**config.mk**
```make
export PLATFORM = sky130hd
export DESIGN_NAME = pcg_top
export DESIGN_NICKNAME = d
export VERILOG_FILES = /design/src/pcg_pkg.sv /design/src/pcg_div.sv /design/src/pcg_irq.sv /design/src/pcg_top.sv
export VERILOG_INCLUDE_DIRS = /design/src
export SDC_FILE = /design/constraint.sdc
export NUM_CORES = 1
export LEC_CHECK = 0
export ABC_AREA = 1
export CORE_MARGIN = 2
export CORE_UTILIZATION = 35
export CTS_CLUSTER_DIAMETER = 150
export DETAILED_ROUTE_END_ITERATION = 8
export DONT_BUFFER_PORTS = 1
export HOLD_SLACK_MARGIN = 0.1
export PLACE_DENSITY_LB_ADDON = 0.1
export REMOVE_ABC_BUFFERS = 1
export SYNTH_ARGS = -nofsm -noshare
export SYNTH_HDL_FRONTEND = slang
export SYNTH_HIERARCHICAL = 1
export SYNTH_SLANG_ARGS = --single-unit
export TNS_END_PERCENT = 50
```
**constraint.sdc**
```tcl
create_clock -name i_clk -period 2.43 [get_ports i_clk]
set_input_delay 0.1215 -clock i_clk [delete_from_list [all_inputs] [get_ports i_clk]]
set_output_delay 0.1215 -clock i_clk [all_outputs]
set_load 0.02 [all_outputs]
```
**src/pcg_map.svh**
```systemverilog
// Purpose: offsets, field positions, reset values and divide counts
// Assumes: byte addresses on a 32-bit word bus, one register a word
// Notes: definitions only
`ifndef PCG_MAP_SVH
`define PCG_MAP_SVH
// ==========================================
// register offsets
`define PCG_OFS_CTRL 8'h00
`define PCG_OFS_BRK 8'h04
`define PCG_OFS_CFG 8'h08
`define PCG_OFS_STAT 8'h0C
`define PCG_OFS_MASK 8'h10
`define PCG_OFS_STATE 8'h14
// ==========================================
// pll_control_reg fields
`define PCG_CTRL_IE 7
`define PCG_CTRL_FLAG 6
`define PCG_CTRL_PON 5
`define PCG_CTRL_BCS 4
`define PCG_CTRL_AUTO 3
// break_flag_control_reg and second_config_reg fields
`define PCG_BRK_BREAK_CLEAR_ENABLE 7
`define PCG_CFG_KEEP 0
// ==========================================
// reset values
`define PCG_RST_CTRL 8'h00
`define PCG_RST_BRK 8'h00
`define PCG_RST_CFG 8'h00
`define PCG_RST_MASK 8'h00
// ==========================================
// event bits and divide counts
`define PCG_NEV 4
`define PCG_EV_LOCK 0
`define PCG_EV_STOP 1
`define PCG_EV_BCSCLR 2
`define PCG_EV_WAKE 3
`define PCG_OSC_DIV 8'h10
`define PCG_VCO_DIV 8'h02
`endif

```
**src/pcg_pkg.sv**
```systemverilog
// Purpose: shared types of the clock generation unit
// Assumes: nothing
// Notes: one-hot mode codes
package pcg_pkg;
  typedef enum logic [3:0] {
    PCG_RUN = 4'h1,
    PCG_WAIT = 4'h2,
    PCG_STOP_OFF = 4'h4,
    PCG_STOP_ON = 4'h8
  } pcg_mode_type;
endpackage

```
**src/pcg_div.sv**
```systemverilog
// Purpose: enable-pulse divider standing in for a slower clock
// Assumes: i_en low parks the counter at zero
// Notes: one tick every DIV cycles
`timescale 1ns/1ps
module pcg_div #(
  parameter logic [7:0] DIV = 8'h02
) (
  // clock and reset
  input wire logic i_clk,
  input wire logic i_srst,
  // control
  input wire logic i_en,
  // tick
  output logic o_tick
);
  logic [7:0] cnt_r;

  always_ff @(posedge i_clk) begin
    if (i_srst || !i_en) begin
      cnt_r <= 8'h00;
      o_tick <= 1'b0;
    end else if (cnt_r == DIV - 8'h01) begin
      cnt_r <= 8'h00;
      o_tick <= 1'b1;
    end else begin
      cnt_r <= cnt_r + 8'h01;
      o_tick <= 1'b0;
    end
  end
endmodule

```
**src/pcg_irq.sv**
```systemverilog
// Purpose: sticky event status, mask and level interrupt
// Assumes: read-clear pulse comes from the bus slave
// Notes: a set in the clearing cycle wins
`timescale 1ns/1ps
`include "pcg_map.svh"
module pcg_irq (
  // clock and reset
  input wire logic i_clk,
  input wire logic i_srst,
  // events and software access
  input wire logic [`PCG_NEV-1:0] i_event,
  input wire logic i_rd_clr,
  input wire logic i_mask_we,
  input wire logic [`PCG_NEV-1:0] i_wdata,
  // state
  output logic [`PCG_NEV-1:0] o_status,
  output logic [`PCG_NEV-1:0] o_mask,
  output logic o_irq
);
  logic [7:0] rst_mask;
  genvar g;
  assign rst_mask = `PCG_RST_MASK;
  generate
    for (g = 0; g < `PCG_NEV; g = g + 1) begin : g_bit
      always_ff @(posedge i_clk) begin
        if (i_srst) begin
          o_status[g] <= 1'b0;
        end else if (i_event[g]) begin
          o_status[g] <= 1'b1;
        end else if (i_rd_clr) begin
          o_status[g] <= 1'b0;
        end
      end
    end
  endgenerate

  always_ff @(posedge i_clk) begin
    if (i_srst) begin
      o_mask <= rst_mask[`PCG_NEV-1:0];
    end else if (i_mask_we) begin
      o_mask <= i_wdata;
    end
  end

  assign o_irq = |(o_status & o_mask);
endmodule

```
**src/pcg_top.sv**
```systemverilog
// Purpose: clock generation unit control in wait, stop and break
// Assumes: mode requests and lock indicator are synchronous to i_clk
// Notes: oscillator and vco are modelled by enable-pulse dividers
`timescale 1ns/1ps
`include "pcg_map.svh"
module pcg_top (
  // clock and reset
  input wire logic i_clk,
  input wire logic i_srst,
  // ahb-lite slave
  input wire logic i_hsel,
  input wire logic [31:0] i_haddr,
  input wire logic [1:0] i_htrans,
  input wire logic i_hwrite,
  input wire logic [2:0] i_hsize,
  input wire logic [31:0] i_hwdata,
  input wire logic i_hready,
  output logic [31:0] o_hrdata,
  output logic o_hreadyout,
  output logic o_hresp,
  // core and system integration unit
  input wire logic i_wait_enter,
  input wire logic i_stop_enter,
  input wire logic i_wake,
  input wire logic i_break_state,
  input wire logic i_pll_lock,
  // clock outputs
  output logic o_osc_en,
  output logic o_pll_en,
  output logic o_osc_clock,
  output logic o_vco_clock,
  output logic o_divided_pll_clock,
  output logic o_clock_unit_main_out,
  // interrupts
  output logic o_pll_interrupt_out,
  output logic o_wake_req,
  output logic o_irq
);
  // ==========================================
  // declarations
  pcg_pkg::pcg_mode_type mode_r;
  pcg_pkg::pcg_mode_type mode_nxt;
  logic ph_wr_r;
  logic ph_rd_r;
  logic [7:0] ph_addr_r;
  logic addr_ph;
  logic ctrl_we;
  logic ctrl_rd;
  logic stat_rd;
  logic [7:0] wd;
  logic ie_r;
  logic flag_r;
  logic pon_r;
  logic bcs_r;
  logic auto_r;
  logic break_clear_enable_r;
  logic keep_r;
  logic lock_d_r;
  logic lock_chg;
  logic flag_clr;
  logic stop_go;
  logic bcs_autoclr;
  logic pll_wake;
  logic osc_tick;
  logic vco_tick;
  logic src_rise;
  logic [`PCG_NEV-1:0] events;
  logic [`PCG_NEV-1:0] stat;
  logic [`PCG_NEV-1:0] mask;
  logic [7:0] rd_mux;
  // reset words, so each register flop but flag_r takes its own bit
  logic [7:0] rst_ctrl;
  logic [7:0] rst_brk;
  logic [7:0] rst_cfg;

  // ==========================================
  // bus slave
  // reads take one wait state because read data is registered in o_hrdata
  assign addr_ph = i_hsel && i_htrans[1] && i_hready;
  assign o_hreadyout = !ph_rd_r;
  assign o_hresp = 1'b0;
  assign wd = i_hwdata[7:0];
  assign ctrl_we = ph_wr_r && (ph_addr_r == `PCG_OFS_CTRL);
  assign ctrl_rd = ph_rd_r && (ph_addr_r == `PCG_OFS_CTRL);
  assign stat_rd = ph_rd_r && (ph_addr_r == `PCG_OFS_STAT);

  always_ff @(posedge i_clk) begin
    if (i_srst) begin
      ph_wr_r <= 1'b0;
      ph_rd_r <= 1'b0;
      ph_addr_r <= 8'h00;
    end else begin
      ph_wr_r <= addr_ph && i_hwrite;
      ph_rd_r <= addr_ph && !i_hwrite;
      if (addr_ph) begin
        ph_addr_r <= i_haddr[7:0];
      end
    end
  end

  always_comb begin
    rd_mux = 8'h00;
    unique case (ph_addr_r)
      `PCG_OFS_CTRL: begin
        rd_mux = {ie_r, flag_r && auto_r, pon_r, bcs_r, auto_r, 3'h0};
      end
      `PCG_OFS_BRK: begin
        rd_mux = {break_clear_enable_r, 7'h00};
      end
      `PCG_OFS_CFG: begin
        rd_mux = {7'h00, keep_r};
      end
      `PCG_OFS_STAT: begin
        rd_mux = {4'h0, stat};
      end
      `PCG_OFS_MASK: begin
        rd_mux = {4'h0, mask};
      end
      `PCG_OFS_STATE: begin
        rd_mux = {i_pll_lock, o_osc_en, o_pll_en, 1'b0, mode_r};
      end
      default: begin
        rd_mux = 8'h00;
      end
    endcase
  end

  always_ff @(posedge i_clk) begin
    if (i_srst) begin
      o_hrdata <= 32'h0000_0000;
    end else if (ph_rd_r) begin
      o_hrdata <= {24'h00_0000, rd_mux};
    end
  end

  // ==========================================
  // configuration registers
  assign rst_ctrl = `PCG_RST_CTRL;
  assign rst_brk = `PCG_RST_BRK;
  assign rst_cfg = `PCG_RST_CFG;

  always_ff @(posedge i_clk) begin
    if (i_srst) begin
      break_clear_enable_r <= rst_brk[`PCG_BRK_BREAK_CLEAR_ENABLE];
      keep_r <= rst_cfg[`PCG_CFG_KEEP];
    end else if (ph_wr_r) begin
      if (ph_addr_r == `PCG_OFS_BRK) begin
        break_clear_enable_r <= wd[`PCG_BRK_BREAK_CLEAR_ENABLE];
      end
      if (ph_addr_r == `PCG_OFS_CFG) begin
        keep_r <= wd[`PCG_CFG_KEEP];
      end
    end
  end

  // ==========================================
  // pll control register
  // stop entry wins over a same-cycle select write
  assign stop_go = (mode_r == pcg_pkg::PCG_RUN) && i_stop_enter;
  assign bcs_autoclr = stop_go && bcs_r;

  always_ff @(posedge i_clk) begin
    if (i_srst) begin
      ie_r <= rst_ctrl[`PCG_CTRL_IE];
      pon_r <= rst_ctrl[`PCG_CTRL_PON];
      auto_r <= rst_ctrl[`PCG_CTRL_AUTO];
    end else if (ctrl_we) begin
      ie_r <= wd[`PCG_CTRL_IE];
      pon_r <= wd[`PCG_CTRL_PON];
      auto_r <= wd[`PCG_CTRL_AUTO];
    end
  end

  always_ff @(posedge i_clk) begin
    if (i_srst) begin
      bcs_r <= rst_ctrl[`PCG_CTRL_BCS];
    end else if (stop_go) begin
      bcs_r <= 1'b0;
    end else if (ctrl_we) begin
      bcs_r <= wd[`PCG_CTRL_BCS];
    end
  end

  // ==========================================
  // lock-change flag
  assign lock_chg = auto_r && o_pll_en && (i_pll_lock != lock_d_r);
  // a read of the control register clears the flag, not in protected break
  assign flag_clr = ctrl_rd && (!i_break_state || break_clear_enable_r);

  always_ff @(posedge i_clk) begin
    if (i_srst) begin
      lock_d_r <= 1'b0;
      flag_r <= 1'b0;
    end else begin
      lock_d_r <= i_pll_lock;
      if (lock_chg) begin
        flag_r <= 1'b1;
      end else if (flag_clr) begin
        flag_r <= 1'b0;
      end
    end
  end

  // interrupt only with enable and auto; dead with oscillator off in stop
  assign o_pll_interrupt_out = flag_r && ie_r && auto_r
    && (mode_r != pcg_pkg::PCG_STOP_OFF);
  assign pll_wake = (mode_r == pcg_pkg::PCG_WAIT) && o_pll_interrupt_out;
  assign o_wake_req = pll_wake;

  // ==========================================
  // low-power mode sequencer
  always_comb begin
    mode_nxt = mode_r;
    unique case (mode_r)
      pcg_pkg::PCG_RUN: begin
        if (i_stop_enter) begin
          mode_nxt = keep_r ? pcg_pkg::PCG_STOP_ON : pcg_pkg::PCG_STOP_OFF;
        end else if (i_wait_enter) begin
          mode_nxt = pcg_pkg::PCG_WAIT;
        end
      end
      pcg_pkg::PCG_WAIT: begin
        if (i_wake || pll_wake) begin
          mode_nxt = pcg_pkg::PCG_RUN;
        end
      end
      pcg_pkg::PCG_STOP_OFF, pcg_pkg::PCG_STOP_ON: begin
        if (i_wake) begin
          mode_nxt = pcg_pkg::PCG_RUN;
        end
      end
      default: begin
        mode_nxt = pcg_pkg::PCG_RUN;
      end
    endcase
  end

  always_ff @(posedge i_clk) begin
    if (i_srst) begin
      mode_r <= pcg_pkg::PCG_RUN;
    end else begin
      mode_r <= mode_nxt;
    end
  end

  // ==========================================
  // oscillator and pll enables
  // wait is no different from run here
  assign o_osc_en = (mode_r != pcg_pkg::PCG_STOP_OFF);
  assign o_pll_en = pon_r && (mode_r == pcg_pkg::PCG_RUN
    || mode_r == pcg_pkg::PCG_WAIT);

  pcg_div #(
    .DIV(`PCG_OSC_DIV)
  ) u_osc_div (
    .i_clk(i_clk),
    .i_srst(i_srst),
    .i_en(o_osc_en),
    .o_tick(osc_tick)
  );

  pcg_div #(
    .DIV(`PCG_VCO_DIV)
  ) u_vco_div (
    .i_clk(i_clk),
    .i_srst(i_srst),
    .i_en(o_pll_en),
    .o_tick(vco_tick)
  );

  // ==========================================
  // clock waveforms
  always_ff @(posedge i_clk) begin
    if (i_srst || !o_osc_en) begin
      o_osc_clock <= 1'b0;
    end else if (osc_tick) begin
      o_osc_clock <= !o_osc_clock;
    end
  end

  always_ff @(posedge i_clk) begin
    if (i_srst || !o_pll_en) begin
      o_vco_clock <= 1'b0;
      o_divided_pll_clock <= 1'b0;
    end else if (vco_tick) begin
      o_vco_clock <= !o_vco_clock;
      if (o_vco_clock) begin
        o_divided_pll_clock <= !o_divided_pll_clock;
      end
    end
  end

  // main output toggles on each rising edge of its source: halved
  // switching source mid-period may shorten one phase; no glitch guard
  assign src_rise = bcs_r ? (vco_tick && o_vco_clock && !o_divided_pll_clock)
    : (osc_tick && !o_osc_clock);

  always_ff @(posedge i_clk) begin
    if (i_srst || mode_r == pcg_pkg::PCG_STOP_OFF) begin
      o_clock_unit_main_out <= 1'b0;
    end else if (src_rise) begin
      o_clock_unit_main_out <= !o_clock_unit_main_out;
    end
  end

  // ==========================================
  // event status and interrupt
  assign events = {pll_wake, bcs_autoclr, stop_go, lock_chg};

  pcg_irq u_irq (
    .i_clk(i_clk),
    .i_srst(i_srst),
    .i_event(events),
    .i_rd_clr(stat_rd),
    .i_mask_we(ph_wr_r && ph_addr_r == `PCG_OFS_MASK),
    .i_wdata(wd[`PCG_NEV-1:0]),
    .o_status(stat),
    .o_mask(mask),
    .o_irq(o_irq)
  );

  // ==========================================
  // checks
  AST_WAIT_KEEP: assert property (@(posedge i_clk) disable iff (i_srst)
    (mode_r == pcg_pkg::PCG_WAIT && !ctrl_we) |=> $stable(bcs_r) && o_osc_en)
    else $error("wait changed clock unit state");
  AST_WAIT_PLL: assert property (@(posedge i_clk) disable iff (i_srst)
    (mode_r == pcg_pkg::PCG_WAIT && pon_r) |-> o_pll_en)
    else $error("powered pll stopped in wait");
  AST_PLL_WAKE: assert property (@(posedge i_clk) disable iff (i_srst)
    (mode_r == pcg_pkg::PCG_WAIT && o_pll_interrupt_out)
    |-> o_wake_req ##1 mode_r == pcg_pkg::PCG_RUN)
    else $error("pll interrupt did not wake");
  AST_STOP_OFF: assert property (@(posedge i_clk) disable iff (i_srst)
    (mode_r == pcg_pkg::PCG_STOP_OFF) [*2] |-> !o_osc_en && !o_pll_en
    && !o_clock_unit_main_out && !o_vco_clock && !o_divided_pll_clock
    && !o_pll_interrupt_out)
    else $error("output alive in stop with oscillator off");
  AST_STOP_BCS: assert property (@(posedge i_clk) disable iff (i_srst)
    (mode_r == pcg_pkg::PCG_RUN && i_stop_enter) |=> !bcs_r ##1 !bcs_r)
    else $error("select not cleared by stop");
  AST_STOP_KEEP: assert property (@(posedge i_clk) disable iff (i_srst)
    (mode_r == pcg_pkg::PCG_STOP_ON) |-> o_osc_en && !o_pll_en)
    else $error("stop with oscillator kept is wrong");
  AST_BRK_CLR: assert property (@(posedge i_clk) disable iff (i_srst)
    (i_break_state && break_clear_enable_r && ctrl_rd && !lock_chg) |=> !flag_r)
    else $error("flag not cleared in enabled break");
  AST_BRK_PROT: assert property (@(posedge i_clk) disable iff (i_srst)
    (i_break_state && !break_clear_enable_r && flag_r) |=> flag_r)
    else $error("flag lost in protected break");
  AST_LOCK_FLAG: assert property (@(posedge i_clk) disable iff (i_srst)
    lock_chg |=> flag_r && (o_pll_interrupt_out == (ie_r && auto_r
    && mode_r != pcg_pkg::PCG_STOP_OFF)))
    else $error("lock change flag or interrupt gate wrong");
endmodule

```
==> impl_metrics.yaml <==
placed_design:
  place_area_um2: 3120
  dp_hpwl_um: 5120
  numPortBuffers: 0
  gp_congestion: 0.815
timing:
  slew_headroom_pct: 27.2
  max_freq_mhz: 555
  finalHoldViolCount: 0
  period_share_pct: 74.1
  slew_viol_final: 0
  rsz0062_at_grt: "false"
  fin_skew_ns: 0.0103
  finalSetupViolCount: 0
  tightestPinTransition_ns: 1.09
  setup_tns_ns: 0
  post-route-min-period_ns: 1.80
critical_path:
  cp_max_fo: 5
  cp.arrival_ns: 1.68
  slowest_stage: "dfxtp_1"
  cp_num_buf_inv: 0
  crit_chain: "nand3b_2 -> nand2_2 -> nor2_1"
  worst_r2r_path_depth: 5
  slowest_delay_ns: 0.47
  endpoint_kind: "primary output"
  cp.depth: 3
  worst_setup_path_start_kind: "flip-flop"
  cp_top_family: "simple AND/OR/NAND/NOR gates"
  critical_path_class: "reg -> out"
  required_ns: 2.31
finish:
  syn_to_final_growth_pct: 15.4
  nets: 537
  postLayoutCellArea_um2: 3590
  fillers: 936
  drive_gt1_share_pct: 15.9
  utilization_pct: 41.3
clock_network:
  postCtsResizedCells: 0
  clockBufferDepth: 2
  numCtsBuffers: 9
  cts.clk_slew.worst_paths_ns: 0.06
  post_cts_buffers: 0
  clock_sinks: 60
  cts_tree: "yes"
  cts_hold_buf: 23
  clkLatencyLatePin_ns: 0.33
  htree_num_levels: 3
  cts-root-buf: "clkbuf_8"
power_and_ir_drop:
  pwr_density_cell_nw_per_um2: 648
  peakVddDrop_mv: 0.300
  p_leak_uw: 0.00145
die:
  fp-row-count: 34
  start_util_pct: 35.8
  io_pins: 122
  fp.dieW_um: 98.2
  die_area_um2: 9650
  core_um2: 8680
  die_h_um: 98.2
hold_path:
  hold_class: "in -> reg"
  hold_depth: 5
detailed_routing:
  first_pass_iters: 4
  routed_wirelength_um: 6850
  drc: 0
  viasPerCell: 4.48
  drtIter0Drc: 38
  wl_per_cell_um: 12.0
  ant_nets: 0
  num_vias: 2550
global_route:
  gr-total-overflow: 0
  antenna_found_initial: 1
  grt_pass1_vias: 2496
  grt_usage_pct: 15.2
  grt_first_pass_wirelength_um: 11700
  grt_start_max_net_pins: 24
run_status:
  outcome: "finished clean"
flow_run:
  drv_cap: 0
synthesis:
  syn_avg_cell_area_um2: 7.28
  yosys_register_bits: 60
  synth-seq-area-share_pct: 38.6
  synth_cell_types: 36
  synthesis.area_um2: 3110
  synthCells: 427
  yosys_warnings: 6
Yosys cell counts (all sizes together):
cell / n / area share (%)
a211oi: 1 / 0.24
a21oi: 35 / 7.0
buf: 29 / 6.7
clkbuf: 1 / 0.12
conb: 1 / 0.12
dfxtp: 60 / 39
ha: 3 / 1.2
inv: 57 / 7.0
nand2: 96 / 13
nand3: 35 / 6.4
nand3b: 1 / 0.36
nand4: 3 / 0.60
nor2: 62 / 9.8
nor3: 4 / 0.64
nor3b: 2 / 0.64
nor4: 2 / 0.40
o21ai: 26 / 4.4
o21bai: 1 / 0.60
or2: 3 / 0.60
xnor2: 2 / 0.56
xor2: 3 / 0.85
cell usage in the layout, fill, tap and decap left out, drive strengths merged, types with 3 or more instances in the layout:
cell type,instances
nand2,96
or2,3
xor2,3
inv,57
nor3,4
dfxtp,60
clkbuf,11
ha,3
nand4,3
nand3,35
conb,25
bufinv,3
nor2,62
o21ai,26
a21oi,35
dlygate4sd3,23
metrics by stage:
stage / setup slack, ns / instances / hold WS (ns) / power, uW
final: 0.629 / 569 / 0.135 / 2320
after global routing: 0.527 / 569 / 0.167 / 2440
after CTS: 0.601 / 568 / 0.121 / 2370
after detailed placement: 0.786 / 529 / 0.190 / 1240
after global placement: 0.777 / 529 / 0.189 / 1240
after floorplan: 1.02 / 421 / 0.184 / 1210
power breakdown:
group          total, uW  internal (uW)  switching, uW
clock               1070            679            388
sequential          1030           1010           25.6
combinational        224           75.4            149
total               2320           1760            563
state kept, by name, indices dropped and copies added (netlist names), 4 cells and up:
| signal | flops |
|---|---|
| ph_addr_r | 8 |
| u_irq/o_mask | 4 |
| o_hrdata | 8 |
| u_osc_div/cnt_r | 8 |
| u_irq/o_status | 4 |
| u_vco_div/cnt_r | 8 |
| mode_r | 4 |
final timing paths:
kind                                   start                end  slack (ns)
worst max register to register       ph_rd_r  u_irq/o_status[0]        0.69
worst min register to register  ph_addr_r[1]       ph_addr_r[1]        0.47
worst min-delay path            i_wait_enter          mode_r[3]        0.14
worst max-delay path               mode_r[3]         o_wake_req        0.63
routing by layer:
| metal | track usage [%] | vias to the layer above | routed length (um) | share of wire, % |
|---|---|---|---|---|
| li1 | - | 1358 | - | - |
| met3 | 5.94 | 9 | 371 | 5.4 |
| met2 | 25.3 | 43 | 3360 | 49 |
| met4 | 4.74 | 0 | 102 | 1.5 |
| met1 | 18.1 | 1140 | 3020 | 44 |
| met5 | 0 | - | 0 | 0 |
kinds of logic after synthesis:
| group | share of synthesized area [%] |
|---|---|
| compound gates | 12.2 |
| xor+xnor | 1.41 |
| fa+ha+maj | 1.21 |
| buf+inv | 13.8 |
| flops | 38.6 |
| other cells | 0.121 |
| simple gates | 32.6 |
final cells by class:
type                    count  area, um^2  share of cell area, %
diodes                      1        2.50                 0.0698
clock buffers              11         131                   3.66
clock inverters             5         100                   2.79
inverters                  57         216                   6.04
multi-input cells         304        1570                   43.8
flip-flops and latches     60        1200                   33.5
well taps                 108         135                   3.77
repair buffers             23         230                   6.42
worst register-to-register path, delay by kind of cell (launching register included):
kind / cells / cell delay [ns]
AND/OR/NAND/NOR: 2 / 0.52
flip-flops: 1 / 0.51
buffers and inverters: 2 / 0.50
AO/OA/AOI/OAI: 1 / 0.06
(Power assumes the default switching activity.)
